==> config.mk <==
export PLATFORM = sky130hd
export DESIGN_NAME = fesr_device_flat
export DESIGN_NICKNAME = d
export VERILOG_FILES = /design/src/inc/fesr_pkg.sv /design/src/inc/fesr_link_if.sv /design/src/logic/fesr_device.sv /design/src/flat_wrapper.sv
export SDC_FILE = /design/constraint.sdc
export NUM_CORES = 1
export LEC_CHECK = 0
export BUFFER_PORTS_ARGS = -buffer_cell sky130_fd_sc_hd__buf_2
export CAP_MARGIN = 10
export CORE_ASPECT_RATIO = 2
export CORE_UTILIZATION = 40
export DETAILED_ROUTE_END_ITERATION = 10
export SYNTH_ARGS = -nofsm -noshare
export SYNTH_HDL_FRONTEND = slang
export SYNTH_SLANG_ARGS = --single-unit
==> constraint.sdc <==
create_clock -name sys_clk -period 4.37 [get_ports sys_clk]
set_clock_uncertainty 0.2 [all_clocks]
set_input_delay 0.874 -clock sys_clk [delete_from_list [all_inputs] [get_ports sys_clk]]
set_output_delay 0.874 -clock sys_clk [all_outputs]
set_load 0.05 [all_outputs]
==> src/inc/fesr_pkg.sv <==
// Constants, opcodes and timing shared by the flash erase device and host.
// Assumes one system clock of 250 MHz on both ends.
package fesr_pkg;
  // ----------------------------------------------------------------
  // Clock and timing
  // ----------------------------------------------------------------
  localparam int CLK_PERIOD_NS = 4;
  localparam int RESUME_BUSY_NS = 200;
  localparam int RESUME_BUSY_CYC = RESUME_BUSY_NS / CLK_PERIOD_NS;
  localparam int ERASE_GAP_MS = 12;
  localparam int PROG_GAP_MS = 3;
  localparam int ERASE_GAP_CYC = ERASE_GAP_MS * 1000000 / CLK_PERIOD_NS;
  localparam int PROG_GAP_CYC = PROG_GAP_MS * 1000000 / CLK_PERIOD_NS;
  localparam int CNT_W = 32;
  // ----------------------------------------------------------------
  // Opcodes
  // ----------------------------------------------------------------
  localparam logic [7:0] OP_BLOCK64_ERASE = 8'hd8;
  localparam logic [7:0] OP_CHIP_ERASE_A = 8'hc7;
  localparam logic [7:0] OP_CHIP_ERASE_B = 8'h60;
  localparam logic [7:0] OP_SUSPEND = 8'h75;
  localparam logic [7:0] OP_RESUME = 8'h7a;
  localparam logic [7:0] OP_WRITE_ENABLE = 8'h06;
  localparam logic [7:0] OP_WRITE_DISABLE = 8'h04;
  localparam logic [7:0] OP_READ_STATUS1 = 8'h05;
  localparam logic [7:0] OP_READ_STATUS2 = 8'h35;
  localparam logic [7:0] OP_PAGE_PROGRAM = 8'h02;
  localparam logic [7:0] OP_DUAL_PROGRAM = 8'ha2;
  localparam logic [7:0] OP_QUAD_PROGRAM = 8'h32;
  localparam logic [7:0] OP_QUAD_OUT_READ = 8'h6b;
  localparam logic [7:0] OP_QUAD_IO_READ = 8'heb;
  // ----------------------------------------------------------------
  // Frame layout and status bits
  // ----------------------------------------------------------------
  localparam int OP_BITS = 8;
  localparam int ERASE_BITS = 32;
  localparam int STATUS_BITS = 8;
  localparam int BLOCK_LSB = 16;
  localparam int BUSY_BIT = 0;
  localparam int WEL_BIT = 1;
  localparam int SUS_BIT2 = 7;
  localparam int SUS_BIT = 15;
  localparam int BP_W = 5;
  localparam logic [4:0] BP_NONE = 5'h00;
  // Host command codes
  localparam logic [2:0] HC_ERASE64 = 3'h0;
  localparam logic [2:0] HC_CHIP = 3'h1;
  localparam logic [2:0] HC_SUSPEND = 3'h2;
  localparam logic [2:0] HC_RESUME = 3'h3;
  localparam logic [2:0] HC_WREN = 3'h4;
  localparam logic [2:0] HC_STAT1 = 3'h5;
  localparam logic [2:0] HC_STAT2 = 3'h6;
  localparam logic [2:0] HC_CHIP_B = 3'h7;
endpackage : fesr_pkg

==> src/inc/fesr_link_if.sv <==
// Serial link between flash controller and flash device.
// Assumes the bench supplies sys_clk to both ends separately.
`timescale 1ns/1ns
interface fesr_link_if;
  logic cs_n;
  logic sck;
  logic mosi;
  logic miso;
  modport device (input cs_n, input sck, input mosi, output miso);
  modport host (output cs_n, output sck, output mosi, input miso);
endinterface : fesr_link_if

==> src/logic/fesr_device.sv <==
// Flash device command engine: erase 64 kB, chip erase, suspend, resume.
// Assumes link pins are asynchronous and sampled on sys_clk.
//
// Strobed register access and the placing of the registers were left to the implementer.
`timescale 1ns/1ns
module fesr_device #(
  parameter int BLOCK_ERASE_CYC = 8000,
  parameter int CHIP_ERASE_CYC = 16000,
  parameter int SUSPEND_LAT_CYC = 100,
  parameter int ADDR_W = 24
) (
  input wire logic sys_clk,
  input wire logic rst_n,
  fesr_link_if.device link,
  input wire logic [fesr_pkg::BP_W-1:0] block_protect,
  input wire logic power_lost,
  output logic erase_block_ff,
  output logic [7:0] erase_block_num_ff,
  output logic erase_chip_ff,
  output logic busy_flag_ff,
  output logic write_enable_latch_ff,
  output logic suspend_status_flag_ff
);
  localparam int CNT_W = fesr_pkg::CNT_W;
  // ----------------------------------------------------------------
  // Pin synchronisers and edge detect
  // ----------------------------------------------------------------
  logic [1:0] cs_sync_ff, sck_sync_ff, mosi_sync_ff;
  logic cs_d_ff, sck_d_ff;
  always_ff @(posedge sys_clk or negedge rst_n) begin
    if (!rst_n) begin
      cs_sync_ff <= 2'h3;
      sck_sync_ff <= 2'h0;
      mosi_sync_ff <= 2'h0;
      cs_d_ff <= 1'h1;
      sck_d_ff <= 1'h0;
    end else begin
      cs_sync_ff <= {cs_sync_ff[0], link.cs_n};
      sck_sync_ff <= {sck_sync_ff[0], link.sck};
      mosi_sync_ff <= {mosi_sync_ff[0], link.mosi};
      cs_d_ff <= cs_sync_ff[1];
      sck_d_ff <= sck_sync_ff[1];
    end
  end
  wire cs_low = !cs_sync_ff[1];
  wire cs_rise = cs_sync_ff[1] && !cs_d_ff;
  wire sck_rise = cs_low && sck_sync_ff[1] && !sck_d_ff;
  wire sck_fall = cs_low && !sck_sync_ff[1] && sck_d_ff;

  // ----------------------------------------------------------------
  // Shift register and bit counter
  // ----------------------------------------------------------------
  logic [31:0] shift_ff;
  logic [6:0] bit_cnt_ff;
  always_ff @(posedge sys_clk or negedge rst_n) begin
    if (!rst_n) begin
      shift_ff <= 32'h0;
      bit_cnt_ff <= 7'h0;
    end else if (!cs_low) begin
      bit_cnt_ff <= 7'h0;
    end else if (sck_rise) begin
      shift_ff <= {shift_ff[30:0], mosi_sync_ff[1]};
      if (bit_cnt_ff != 7'h7f)
        bit_cnt_ff <= bit_cnt_ff + 7'h1;
    end
  end
  logic [7:0] opcode_ff;
  always_ff @(posedge sys_clk or negedge rst_n) begin
    if (!rst_n)
      opcode_ff <= 8'h0;
    else if (sck_rise && bit_cnt_ff == 7'(fesr_pkg::OP_BITS - 1))
      opcode_ff <= {shift_ff[6:0], mosi_sync_ff[1]};
  end

  // ----------------------------------------------------------------
  // Operation state
  // ----------------------------------------------------------------
  typedef enum {FESR_IDLE, FESR_BLOCK, FESR_CHIP, FESR_SUSLAT,
    FESR_SUSP, FESR_RESUMING} fesr_state_t;
  fesr_state_t state_ff;
  logic [fesr_pkg::CNT_W-1:0] timer_ff, left_ff;
  logic susp_chip_ff;
  logic post_lat_ff;
  wire [7:0] op = opcode_ff;
  wire len_op = bit_cnt_ff == 7'(fesr_pkg::OP_BITS);
  wire len_addr = bit_cnt_ff == 7'(fesr_pkg::ERASE_BITS);
  // Block index from A23-A16; low bits ignored
  wire [7:0] blk = shift_ff[fesr_pkg::BLOCK_LSB +: 8];
  // Protection map: nonzero bits cover upper blocks by count
  wire blk_prot = block_protect != fesr_pkg::BP_NONE &&
    blk >= 8'(8'h4 - {3'h0, block_protect[2:0]});
  wire do_block = cs_rise && op == fesr_pkg::OP_BLOCK64_ERASE &&
    state_ff == FESR_IDLE && len_addr && write_enable_latch_ff &&
    !blk_prot;
  wire is_chip = op == fesr_pkg::OP_CHIP_ERASE_A ||
    op == fesr_pkg::OP_CHIP_ERASE_B;
  wire do_chip = cs_rise && is_chip && len_op && write_enable_latch_ff &&
    state_ff == FESR_IDLE && block_protect == fesr_pkg::BP_NONE;
  wire running = state_ff == FESR_BLOCK || state_ff == FESR_CHIP;
  // Chip erase and non-array ops are not suspendable here
  wire do_susp = cs_rise && op == fesr_pkg::OP_SUSPEND && len_op &&
    running;
  wire do_resume = cs_rise && op == fesr_pkg::OP_RESUME && len_op &&
    suspend_status_flag_ff && !busy_flag_ff &&
    !power_lost;
  // Write enable during suspend only after latency, erase type
  wire do_wren = cs_rise && op == fesr_pkg::OP_WRITE_ENABLE && len_op &&
    (state_ff == FESR_IDLE || (state_ff == FESR_SUSP && post_lat_ff));
  wire do_wrdis = cs_rise && op == fesr_pkg::OP_WRITE_DISABLE && len_op &&
    !busy_flag_ff;

  always_ff @(posedge sys_clk or negedge rst_n) begin
    if (!rst_n) begin
      state_ff <= FESR_IDLE;
      timer_ff <= '0;
      left_ff <= '0;
      susp_chip_ff <= 1'h0;
      post_lat_ff <= 1'h0;
    end else begin
      case (state_ff)
        FESR_IDLE: begin
          post_lat_ff <= 1'h0;
          if (do_block) begin
            state_ff <= FESR_BLOCK;
            timer_ff <= CNT_W'(BLOCK_ERASE_CYC);
          end else if (do_chip) begin
            state_ff <= FESR_CHIP;
            timer_ff <= CNT_W'(CHIP_ERASE_CYC);
          end
        end
        FESR_BLOCK, FESR_CHIP: begin
          if (do_susp && state_ff == FESR_BLOCK) begin
            left_ff <= timer_ff;
            susp_chip_ff <= 1'h0;
            timer_ff <= CNT_W'(SUSPEND_LAT_CYC);
            state_ff <= FESR_SUSLAT;
          end else if (timer_ff <= CNT_W'(1))
            state_ff <= FESR_IDLE;
          else
            timer_ff <= timer_ff - CNT_W'(1);
        end
        FESR_SUSLAT: begin
          if (timer_ff <= CNT_W'(1)) begin
            state_ff <= FESR_SUSP;
            post_lat_ff <= 1'h1;
          end else
            timer_ff <= timer_ff - CNT_W'(1);
        end
        FESR_SUSP: begin
          if (do_resume) begin
            state_ff <= FESR_RESUMING;
            timer_ff <= CNT_W'(fesr_pkg::RESUME_BUSY_CYC);
          end
        end
        FESR_RESUMING: begin
          timer_ff <= left_ff;
          post_lat_ff <= 1'h0;
          state_ff <= susp_chip_ff ? FESR_CHIP : FESR_BLOCK;
        end
        default: state_ff <= FESR_IDLE;
      endcase
    end
  end
  // ----------------------------------------------------------------
  // Status flags
  // ----------------------------------------------------------------
  wire erase_done = running && !do_susp && timer_ff <= CNT_W'(1);
  always_ff @(posedge sys_clk or negedge rst_n) begin
    if (!rst_n) begin
      busy_flag_ff <= 1'h0;
      write_enable_latch_ff <= 1'h0;
      suspend_status_flag_ff <= 1'h0;
    end else begin
      // Busy through erase and suspend latency; drops once suspended
      busy_flag_ff <= (state_ff == FESR_IDLE) ? (do_block || do_chip) :
        (state_ff == FESR_SUSP) ? do_resume :
        !(state_ff == FESR_SUSLAT && timer_ff <= CNT_W'(1)) &&
        !erase_done;
      if (erase_done || do_wrdis)
        write_enable_latch_ff <= 1'h0;
      else if (state_ff == FESR_SUSLAT && timer_ff <= CNT_W'(1))
        write_enable_latch_ff <= 1'h0;
      else if (do_block || do_chip)
        write_enable_latch_ff <= write_enable_latch_ff;
      else if (do_wren)
        write_enable_latch_ff <= 1'h1;
      if (state_ff == FESR_SUSLAT && timer_ff <= CNT_W'(1))
        suspend_status_flag_ff <= 1'h1;
      else if (do_resume)
        suspend_status_flag_ff <= 1'h0;
    end
  end

  // ----------------------------------------------------------------
  // Array erase strobes: erased block number latched for array control
  // ----------------------------------------------------------------
  always_ff @(posedge sys_clk or negedge rst_n) begin
    if (!rst_n) begin
      erase_block_ff <= 1'h0;
      erase_block_num_ff <= 8'h0;
      erase_chip_ff <= 1'h0;
    end else begin
      // Pulse at completion: block set to all ones
      erase_block_ff <= erase_done && state_ff == FESR_BLOCK;
      erase_chip_ff <= erase_done && state_ff == FESR_CHIP;
      if (do_block)
        erase_block_num_ff <= blk;
    end
  end

  // ----------------------------------------------------------------
  // Status read: 05h low byte, 35h high byte, served always
  // ----------------------------------------------------------------
  logic [7:0] sout_ff;
  logic miso_ff;
  wire stat_op = op == fesr_pkg::OP_READ_STATUS1 ||
    op == fesr_pkg::OP_READ_STATUS2;
  always_ff @(posedge sys_clk or negedge rst_n) begin
    if (!rst_n) begin
      sout_ff <= 8'h0;
      miso_ff <= 1'h0;
    end else if (sck_rise && bit_cnt_ff == 7'(fesr_pkg::OP_BITS - 1)) begin
      sout_ff <= 8'h0;
      if ({shift_ff[6:0], mosi_sync_ff[1]} == fesr_pkg::OP_READ_STATUS1) begin
        sout_ff[fesr_pkg::BUSY_BIT] <= busy_flag_ff;
        sout_ff[fesr_pkg::WEL_BIT] <= write_enable_latch_ff;
      end else if ({shift_ff[6:0], mosi_sync_ff[1]} ==
        fesr_pkg::OP_READ_STATUS2)
        sout_ff[fesr_pkg::SUS_BIT2] <= suspend_status_flag_ff;
    end else if (sck_fall && stat_op &&
      bit_cnt_ff >= 7'(fesr_pkg::OP_BITS)) begin
      miso_ff <= sout_ff[7];
      sout_ff <= {sout_ff[6:0], 1'h0};
    end else if (!cs_low)
      miso_ff <= 1'h0;
  end
  assign link.miso = miso_ff;
endmodule : fesr_device

==> src/flat_wrapper.sv <==
// flat-port wrapper written by rule: the top's interface ports become plain ports
module fesr_device_flat 
#(
  parameter int BLOCK_ERASE_CYC = 8000,
  parameter int CHIP_ERASE_CYC = 16000,
  parameter int SUSPEND_LAT_CYC = 100,
  parameter int ADDR_W = 24
)
  (sys_clk, rst_n, block_protect, power_lost, erase_block_ff, erase_block_num_ff, erase_chip_ff, busy_flag_ff, write_enable_latch_ff, suspend_status_flag_ff, link_cs_n, link_sck, link_mosi, link_miso);
  fesr_link_if link_i ();
  input wire logic sys_clk;
  input wire logic rst_n;
  input wire logic [fesr_pkg::BP_W-1:0] block_protect;
  input wire logic power_lost;
  output logic erase_block_ff;
  output logic [7:0] erase_block_num_ff;
  output logic erase_chip_ff;
  output logic busy_flag_ff;
  output logic write_enable_latch_ff;
  output logic suspend_status_flag_ff;
  input wire logic [$bits(link_i.cs_n)-1:0] link_cs_n;
  input wire logic [$bits(link_i.sck)-1:0] link_sck;
  input wire logic [$bits(link_i.mosi)-1:0] link_mosi;
  output wire logic [$bits(link_i.miso)-1:0] link_miso;
  assign link_i.cs_n = link_cs_n;
  assign link_i.sck = link_sck;
  assign link_i.mosi = link_mosi;
  assign link_miso = link_i.miso;
  fesr_device #(.BLOCK_ERASE_CYC(BLOCK_ERASE_CYC), .CHIP_ERASE_CYC(CHIP_ERASE_CYC), .SUSPEND_LAT_CYC(SUSPEND_LAT_CYC), .ADDR_W(ADDR_W)) u_core (.sys_clk(sys_clk), .rst_n(rst_n), .link(link_i), .block_protect(block_protect), .power_lost(power_lost), .erase_block_ff(erase_block_ff), .erase_block_num_ff(erase_block_num_ff), .erase_chip_ff(erase_chip_ff), .busy_flag_ff(busy_flag_ff), .write_enable_latch_ff(write_enable_latch_ff), .suspend_status_flag_ff(suspend_status_flag_ff));
endmodule
==> flow_summary.toml, run 1 <==
[outcome]
status = "finished clean"

[timing]
rsz0062_at_grt = "false"
hold_viol_final = 0
timing.hold.ws_ns = 0.145
fin_setup_tns_ns = 0
setup_violations = 0
fin_crit_sh_pct = 80.1
slew_violations = 0
clock.fmax_mhz = 286
tightest_slew_ns = 1.07
min_period_ns = 3.50
slew-limit-headroom_pct = 28.7

[yosys]
synth.distinct_cells = 71
synth_edf_count = 0
yosys_warnings = 0
yosys-top-cells-count = "134 x dfrtp_1, 101 x nand2_1, 53 x o21ai_0"
synth-async-reset-ratio_pct = 100
syn_nets = 734
seq_area_frac_synth_pct = 49.1
ys_top_cells_by_area = "dfrtp_1 48%, mux2_2 6.9%, nand2_1 5.4%"
ys_ff_latch = 137
yosys.area.top_type = "dfrtp_1"
synth.most_common_cell = "dfrtp_1"
synth_top_flop_cell = "dfrtp_1"
synth_area_per_cell_sq_um = 9.84
netlist_area_sq_um = 6990
synth_cells = 710
synth_top_area_share_pct = 48.0

[placement]
port_buffers = 24
dp_hpwl_microns = 13000
dp.cells = 922
gp_congestion = 0.838
place_area_sq_um = 7360

[worst_setup_path]
worstPathMaxFanout = 28
cp_top_family = "compound AO/OA/AOI/OAI gates"
path_buf_inv = 2
endpoint_kind = "flop"
crit_required_ns = 4.48
path_cells = "buf_2 > o21ai_0 > ha_1 > a41oi_1 > a21oi_1 > or4_1 > buf_4 > a211o_1 > a221o_1"
crit_slowest_cell = "or4_1"
start_kind = "input pin"
crit_type = "in2reg"
slowest_delay_ns = 0.55
cp.arrival_ns = 3.61

[die]
start_util_pct = 40.7
boundaryPins = 25
core-area_sq_um = 17200
die_h_microns = 189
die_w_microns = 95.5
placement_rows = 68
dieArea_sq_um = 18000

[clock_network]
cts_setup_buffers = 0
clock-sinks = 137
cts_tree = "built"
clkTransAtPathRegs_ns = 0.06
htreeDepth = 4
postCtsResizedCells = 0
cts_root_buffer = "clkbuf_16"
insertion_delay_ns = 0.43
cts_buffer_depth = 2
holdBufCountCts = 0
cts_made_buffers = 17

[drt]
post_drt_via_cell_ratio = 6.07
wl_per_cell_microns = 19.5
via_count = 5793
routed_wl_microns = 18600
drc = 0
ant_nets = 0
dr.pass1.iters = 6
drt_iter0_markers = 422

[final_layout]
fin_area_sq_um = 8000
stdcell_count = 954
synthToLayoutAreaGrowth_pct = 14.5
final_layout_size_suffix_gt1_share_pct = 18.5
fillers = 1661
antenna_cells = 0
nets = 755

[global_routing]
grt_pass1_vias = 6010
grtUsageTotal_pct = 22.1
grt_max_degree = 86
grt_pass1_wl_microns = 30100
grt_overflow_total = 0
antenna_found_initial = 0

[worst_hold_path]
min_path_type = "reg2reg"

[pwr]
ir_drop_v = 0.000342
p_leak_nw = 3.65
powerDensity_nw_per_um2 = 379

[job]
cap_violations = 0
==> worst reg2reg max path: stages (launching register included) <==
cell     delay, ns
dfrtp_1       0.63
nor2_1        0.40
inv_1         0.16
nor2_1        0.51
nand2_1       0.44
o21ai_2       0.67
a221o_1       0.28
==> power breakdown <==
part	total (mW)	internal (mW)	switching (mW)	leakage (nW)
sequential	1.36	1.31	0.0436	1.78
clock	1.56	0.967	0.598	0.306
combinational	0.110	0.0514	0.0581	1.57
total	3.03	2.33	0.699	3.65
==> flip-flops by register name, indices dropped and copies added (netlist names), 3 cells and up <==
signal / count
u_core.shift_ff: 24
u_core.erase_block_num_ff: 8
u_core.sout_ff: 8
u_core.op: 8
u_core.state_ff: 3
u_core.timer_ff: 32
u_core.bit_cnt_ff: 7
u_core.left_ff: 32
==> layer usage <==
layer / GRT usage (%) / up-vias / wire (microns)
met4: 13.9 / 0 / 969
met5: 0 / - / 0
met2: 40.3 / 192 / 10300
met1: 22.1 / 2866 / 6580
li1: - / 2669 / -
met3: 4.42 / 66 / 761
==> final cells by class <==
cell class / instances / area (sq um) / area share (%)
Clock inverter: 15 / 216 / 2.71
Tap cell: 210 / 263 / 3.28
Timing Repair Buffer: 40 / 246 / 3.08
Multi-Input combinational cell: 501 / 3290 / 41.1
Sequential cell: 137 / 3430 / 42.9
Clock buffer: 17 / 425 / 5.32
Inverter: 34 / 128 / 1.60
==> final timing paths <==
path | depth (start not counted) | slack [ns] | end | start
max | 9 | 0.87 | u_core.timer_ff[23]$_DFFE_PN0P_ | block_protect[0]
min | 0 | 0.15 | u_core.sck_sync_ff[1]$_DFF_PN0_ | u_core.sck_sync_ff[0]$_DFF_PN0_
max reg2reg | 6 | 1.02 | u_core.timer_ff[1]$_DFFE_PN0P_ | u_core.state_ff[0]$_DFFE_PN0P_
min reg2reg | 0 | 0.15 | u_core.sck_sync_ff[1]$_DFF_PN0_ | u_core.sck_sync_ff[0]$_DFF_PN0_
max in group asynchronous | 2 | 2.69 | u_core.cs_d_ff$_DFF_PN1_ | rst_n
min in group asynchronous | 1 | 0.31 | u_core.left_ff[0]$_DFFE_PN0P_ | rst_n
==> layout by cell type, fill, tap and decap left out, drive strengths merged, types with 6 or more instances in the layout <==
cell / count
nor2: 36
a221o: 7
a21o: 10
clkinv: 6
nand4: 11
a21oi: 28
a221oi: 7
a211oi: 13
dfrtp: 134
buf: 40
o22ai: 6
mux2: 43
or4: 6
nand2: 101
o21ai: 56
nor3: 15
ha: 13
nand3: 14
inv: 37
a31oi: 8
nor4: 23
and2: 6
clkbuf: 17
a32oi: 7
==> logic make-up (layout without fill, tap and decap cells) <==
| group | after synthesis | after routing | synth area share, % |
|---|---|---|---|
| AND/OR/NAND/NOR | 250 | 250 | 18.5 |
| AO/OA/AOI/OAI | 186 | 186 | 18.0 |
| flip-flops | 137 | 137 | 49.1 |
| buffers and inverters | 72 | 106 | 3.97 |
| multiplexers | 44 | 44 | 7.07 |
| adder cells (fa/ha/maj) | 13 | 13 | 2.33 |
| XOR/XNOR | 8 | 8 | 1.00 |
==> per-stage QoR <==
step / setup slack (ns) / power [mW] / util [%]
2_1_floorplan: 0.952 / 1.43 / -
3_3_place_gp: 0.597 / 1.49 / 42.8
3_5_place_dp: 0.473 / 1.49 / 42.8
4_1_cts: 0.897 / 3.06 / 46.5
5_1_grt: 0.628 / 3.12 / 46.5
6_report: 0.871 / 3.03 / 46.5
(Power assumes the default switching activity.)
==> inputs of run 2 (changes only) <==
--- a/config.mk
+++ b/config.mk
@@ -5,6 +5,7 @@
 export SDC_FILE = /design/constraint.sdc
 export NUM_CORES = 1
 export LEC_CHECK = 0
+export ABC_AREA = 1
 export BUFFER_PORTS_ARGS = -buffer_cell sky130_fd_sc_hd__buf_2
 export CAP_MARGIN = 10
 export CORE_ASPECT_RATIO = 2
==> constraint.sdc (replaced) <==
create_clock -name sys_clk -period 3.2 [get_ports sys_clk]
set_clock_uncertainty 0.2 [all_clocks]
set_input_delay 0.64 -clock sys_clk [delete_from_list [all_inputs] [get_ports sys_clk]]
set_output_delay 0.64 -clock sys_clk [all_outputs]
set_load 0.05 [all_outputs]
==> run 2 against run 1 <==
Synthesized cell count up 29%; final cell count up 23%; largest cell class unchanged; register-to-register slack worse by 0.34 ns; total power up 32%; first-iteration DRC count down 34%; die area up 1.4%; combinational power up 52%.
==> flow_summary.toml, run 2 <==
[outcome]
status = "finished clean"

[clock_network]
cts_made_buffers = 17
clkTransAtPathRegs_ns = 0.06
htreeDepth = 4
cts_tree = "built"
clock-sinks = 137
postCtsResizedCells = 0
cts_root_buffer = "clkbuf_16"
insertion_delay_ns = 0.43
cts_buffer_depth = 2

[yosys]
ys_ff_latch = 137
ys_top_cells_by_area = "dfrtp_1 47%, nand2_1 15%, o21ai_0 5.8%"
synth_area_per_cell_sq_um = 7.74
synth_cells = 916
synth.distinct_cells = 44
yosys_warnings = 0
syn_nets = 940
synth_edf_count = 0
yosys.area.top_type = "dfrtp_1"
synth.most_common_cell = "nand2_1"
seq_area_frac_synth_pct = 48.4
yosys-top-cells-count = "286 x nand2_1, 134 x dfrtp_1, 100 x nor2_1"
synth_top_area_share_pct = 47.3
netlist_area_sq_um = 7090
synth_top_flop_cell = "dfrtp_1"
synth-async-reset-ratio_pct = 100

[worst_setup_path]
crit_top_cell = "nand2_1"
crit_slowest_cell = "ha_1"
cp.depth = 18
cp_top_family = "simple AND/OR/NAND/NOR gates"
path_cells = "buf_2 > inv_1 > ha_1 > xnor2_1 > ha_1 > nand2_1 > nor2_1 > nor2_1 > nand2_1 > nand2_1 > nand2_1 > nand2_1 > nand2_2 > nand3_4 > nand3_4 > buf_12 > nand2_1 > nand2_1"
crit_type = "in2reg"
slowest_delay_ns = 0.26
crit_required_ns = 3.31
endpoint_kind = "flop"
path_buf_inv = 3
worstPathMaxFanout = 22
cp.arrival_ns = 2.67
start_kind = "input pin"
r2r_cells = 10

[final_layout]
synthToLayoutAreaGrowth_pct = 14.4
fin_area_sq_um = 8110
top_regs = "u_core.left_ff: 32 flops, u_core.timer_ff: 32 flops, u_core.shift_ff: 24 flops"
final_layout_size_suffix_gt1_share_pct = 10.5
nets = 976
antenna_cells = 0
stdcell_count = 1175
mostFrequentLayoutCell = "nand2_1"
layout_common_cells = "286 x nand2_1, 134 x dfrtp_1, 99 x nor2_1"

[placement]
gp_congestion = 0.876
dp_hpwl_microns = 13600
place_area_sq_um = 7490
dp.cells = 1142
port_buffers = 24

[global_routing]
grt_pass1_wl_microns = 30500
antenna_found_initial = 0
grt_overflow_total = 0
grt_max_degree = 53
grtUsageTotal_pct = 22.4
grt_pass1_vias = 6212

[timing]
fin_crit_sh_pct = 80.3
min_period_ns = 2.57
clock.fmax_mhz = 389
slew-limit-headroom_pct = 60.9
tightest_slew_ns = 0.581
slew_violations = 0
hold_viol_final = 0
fin_setup_tns_ns = 0
rsz0062_at_grt = "false"
timing.hold.ws_ns = 0.108
setup_violations = 0

[die]
core-area_sq_um = 17300
die_h_microns = 190
dieArea_sq_um = 18300
die_w_microns = 96.1
start_util_pct = 41.0
boundaryPins = 25
placement_rows = 68

[pwr]
p_leak_nw = 3.89
ir_drop_v = 0.000420
powerDensity_nw_per_um2 = 493

[drt]
post_drt_via_cell_ratio = 5.13
drc = 0
ant_nets = 0
wl_per_cell_microns = 15.7
routed_wl_microns = 18400
via_count = 6033
drt_iter0_markers = 279
dr.pass1.iters = 5

[worst_hold_path]
min_path_type = "in2reg"
holdPathStages = 1

[job]
cap_violations = 0
[run 2: logic make-up after synthesis]
kind of cell	share of synthesized area, %
mux	0.636
xor+xnor	1.85
buf+inv	7.19
compound gates	9.52
fa+ha+maj	2.30
simple gates	30.1
flops	48.4
[run 2: path summary, 6_finish.rpt]
check / start / to / slack [ns]
max: block_protect[0] / u_core.timer_ff[19]$_DFFE_PN0P_ / 0.63
min: link_cs_n / u_core.cs_sync_ff[0]$_DFF_PN1_ / 0.11
max reg2reg: u_core.cs_sync_ff[1]$_DFF_PN1_ / u_core.timer_ff[8]$_DFFE_PN0P_ / 0.68
min reg2reg: u_core.sck_sync_ff[0]$_DFF_PN0_ / u_core.sck_sync_ff[1]$_DFF_PN0_ / 0.14
max in group asynchronous: rst_n / u_core.timer_ff[8]$_DFFE_PN0P_ / 1.53
min in group asynchronous: rst_n / u_core.left_ff[18]$_DFFE_PN0P_ / 0.51
[run 2: metrics by stage]
step / util (%) / total power [mW] / setup WS, ns
after global routing: 46.9 / 4.14 / 0.388
after detailed placement: 43.3 / 2.01 / 0.228
after global placement: 43.3 / 2.00 / 0.278
final: 46.9 / 4.00 / 0.632
after floorplan: - / 1.92 / 0.572
after CTS: 46.9 / 4.03 / 0.652
[run 2: cell type report]
cell class | instances | area (sq um)
Clock buffer | 18 | 439
Clock inverter | 14 | 171
Fill cell | 1701 | 9160
Inverter | 100 | 375
Multi-Input combinational cell | 656 | 3150
Sequential cell | 137 | 3430
Tap cell | 210 | 263
Timing Repair Buffer | 40 | 274
[run 2: layer usage]
metal | share of wire (%) | up-vias | GRT usage (%)
met3 | 2.6 | 51 | 3.99
met5 | 0 | - | 0
met2 | 56 | 117 | 42.1
met4 | 4.9 | 0 | 12.2
li1 | - | 3015 | -
met1 | 36 | 2850 | 22.2
[run 2: what timing repair did]
action                     in CTS  in global routing
setup buffers                   0                  0
setup endpoints to repair       0                  0
hold endpoints to repair       40                  0
hold buffers                    1                  0
[run 2: report_power, final]
| part | switching [mW] | leakage, nW | total (mW) | internal (mW) |
|---|---|---|---|---|
| logic | 0.114 | 1.82 | 0.167 | 0.0529 |
| clock network | 0.780 | 0.293 | 2.03 | 1.25 |
| registers | 0.0293 | 1.77 | 1.81 | 1.78 |
| total | 0.923 | 3.89 | 4.00 | 3.08 |
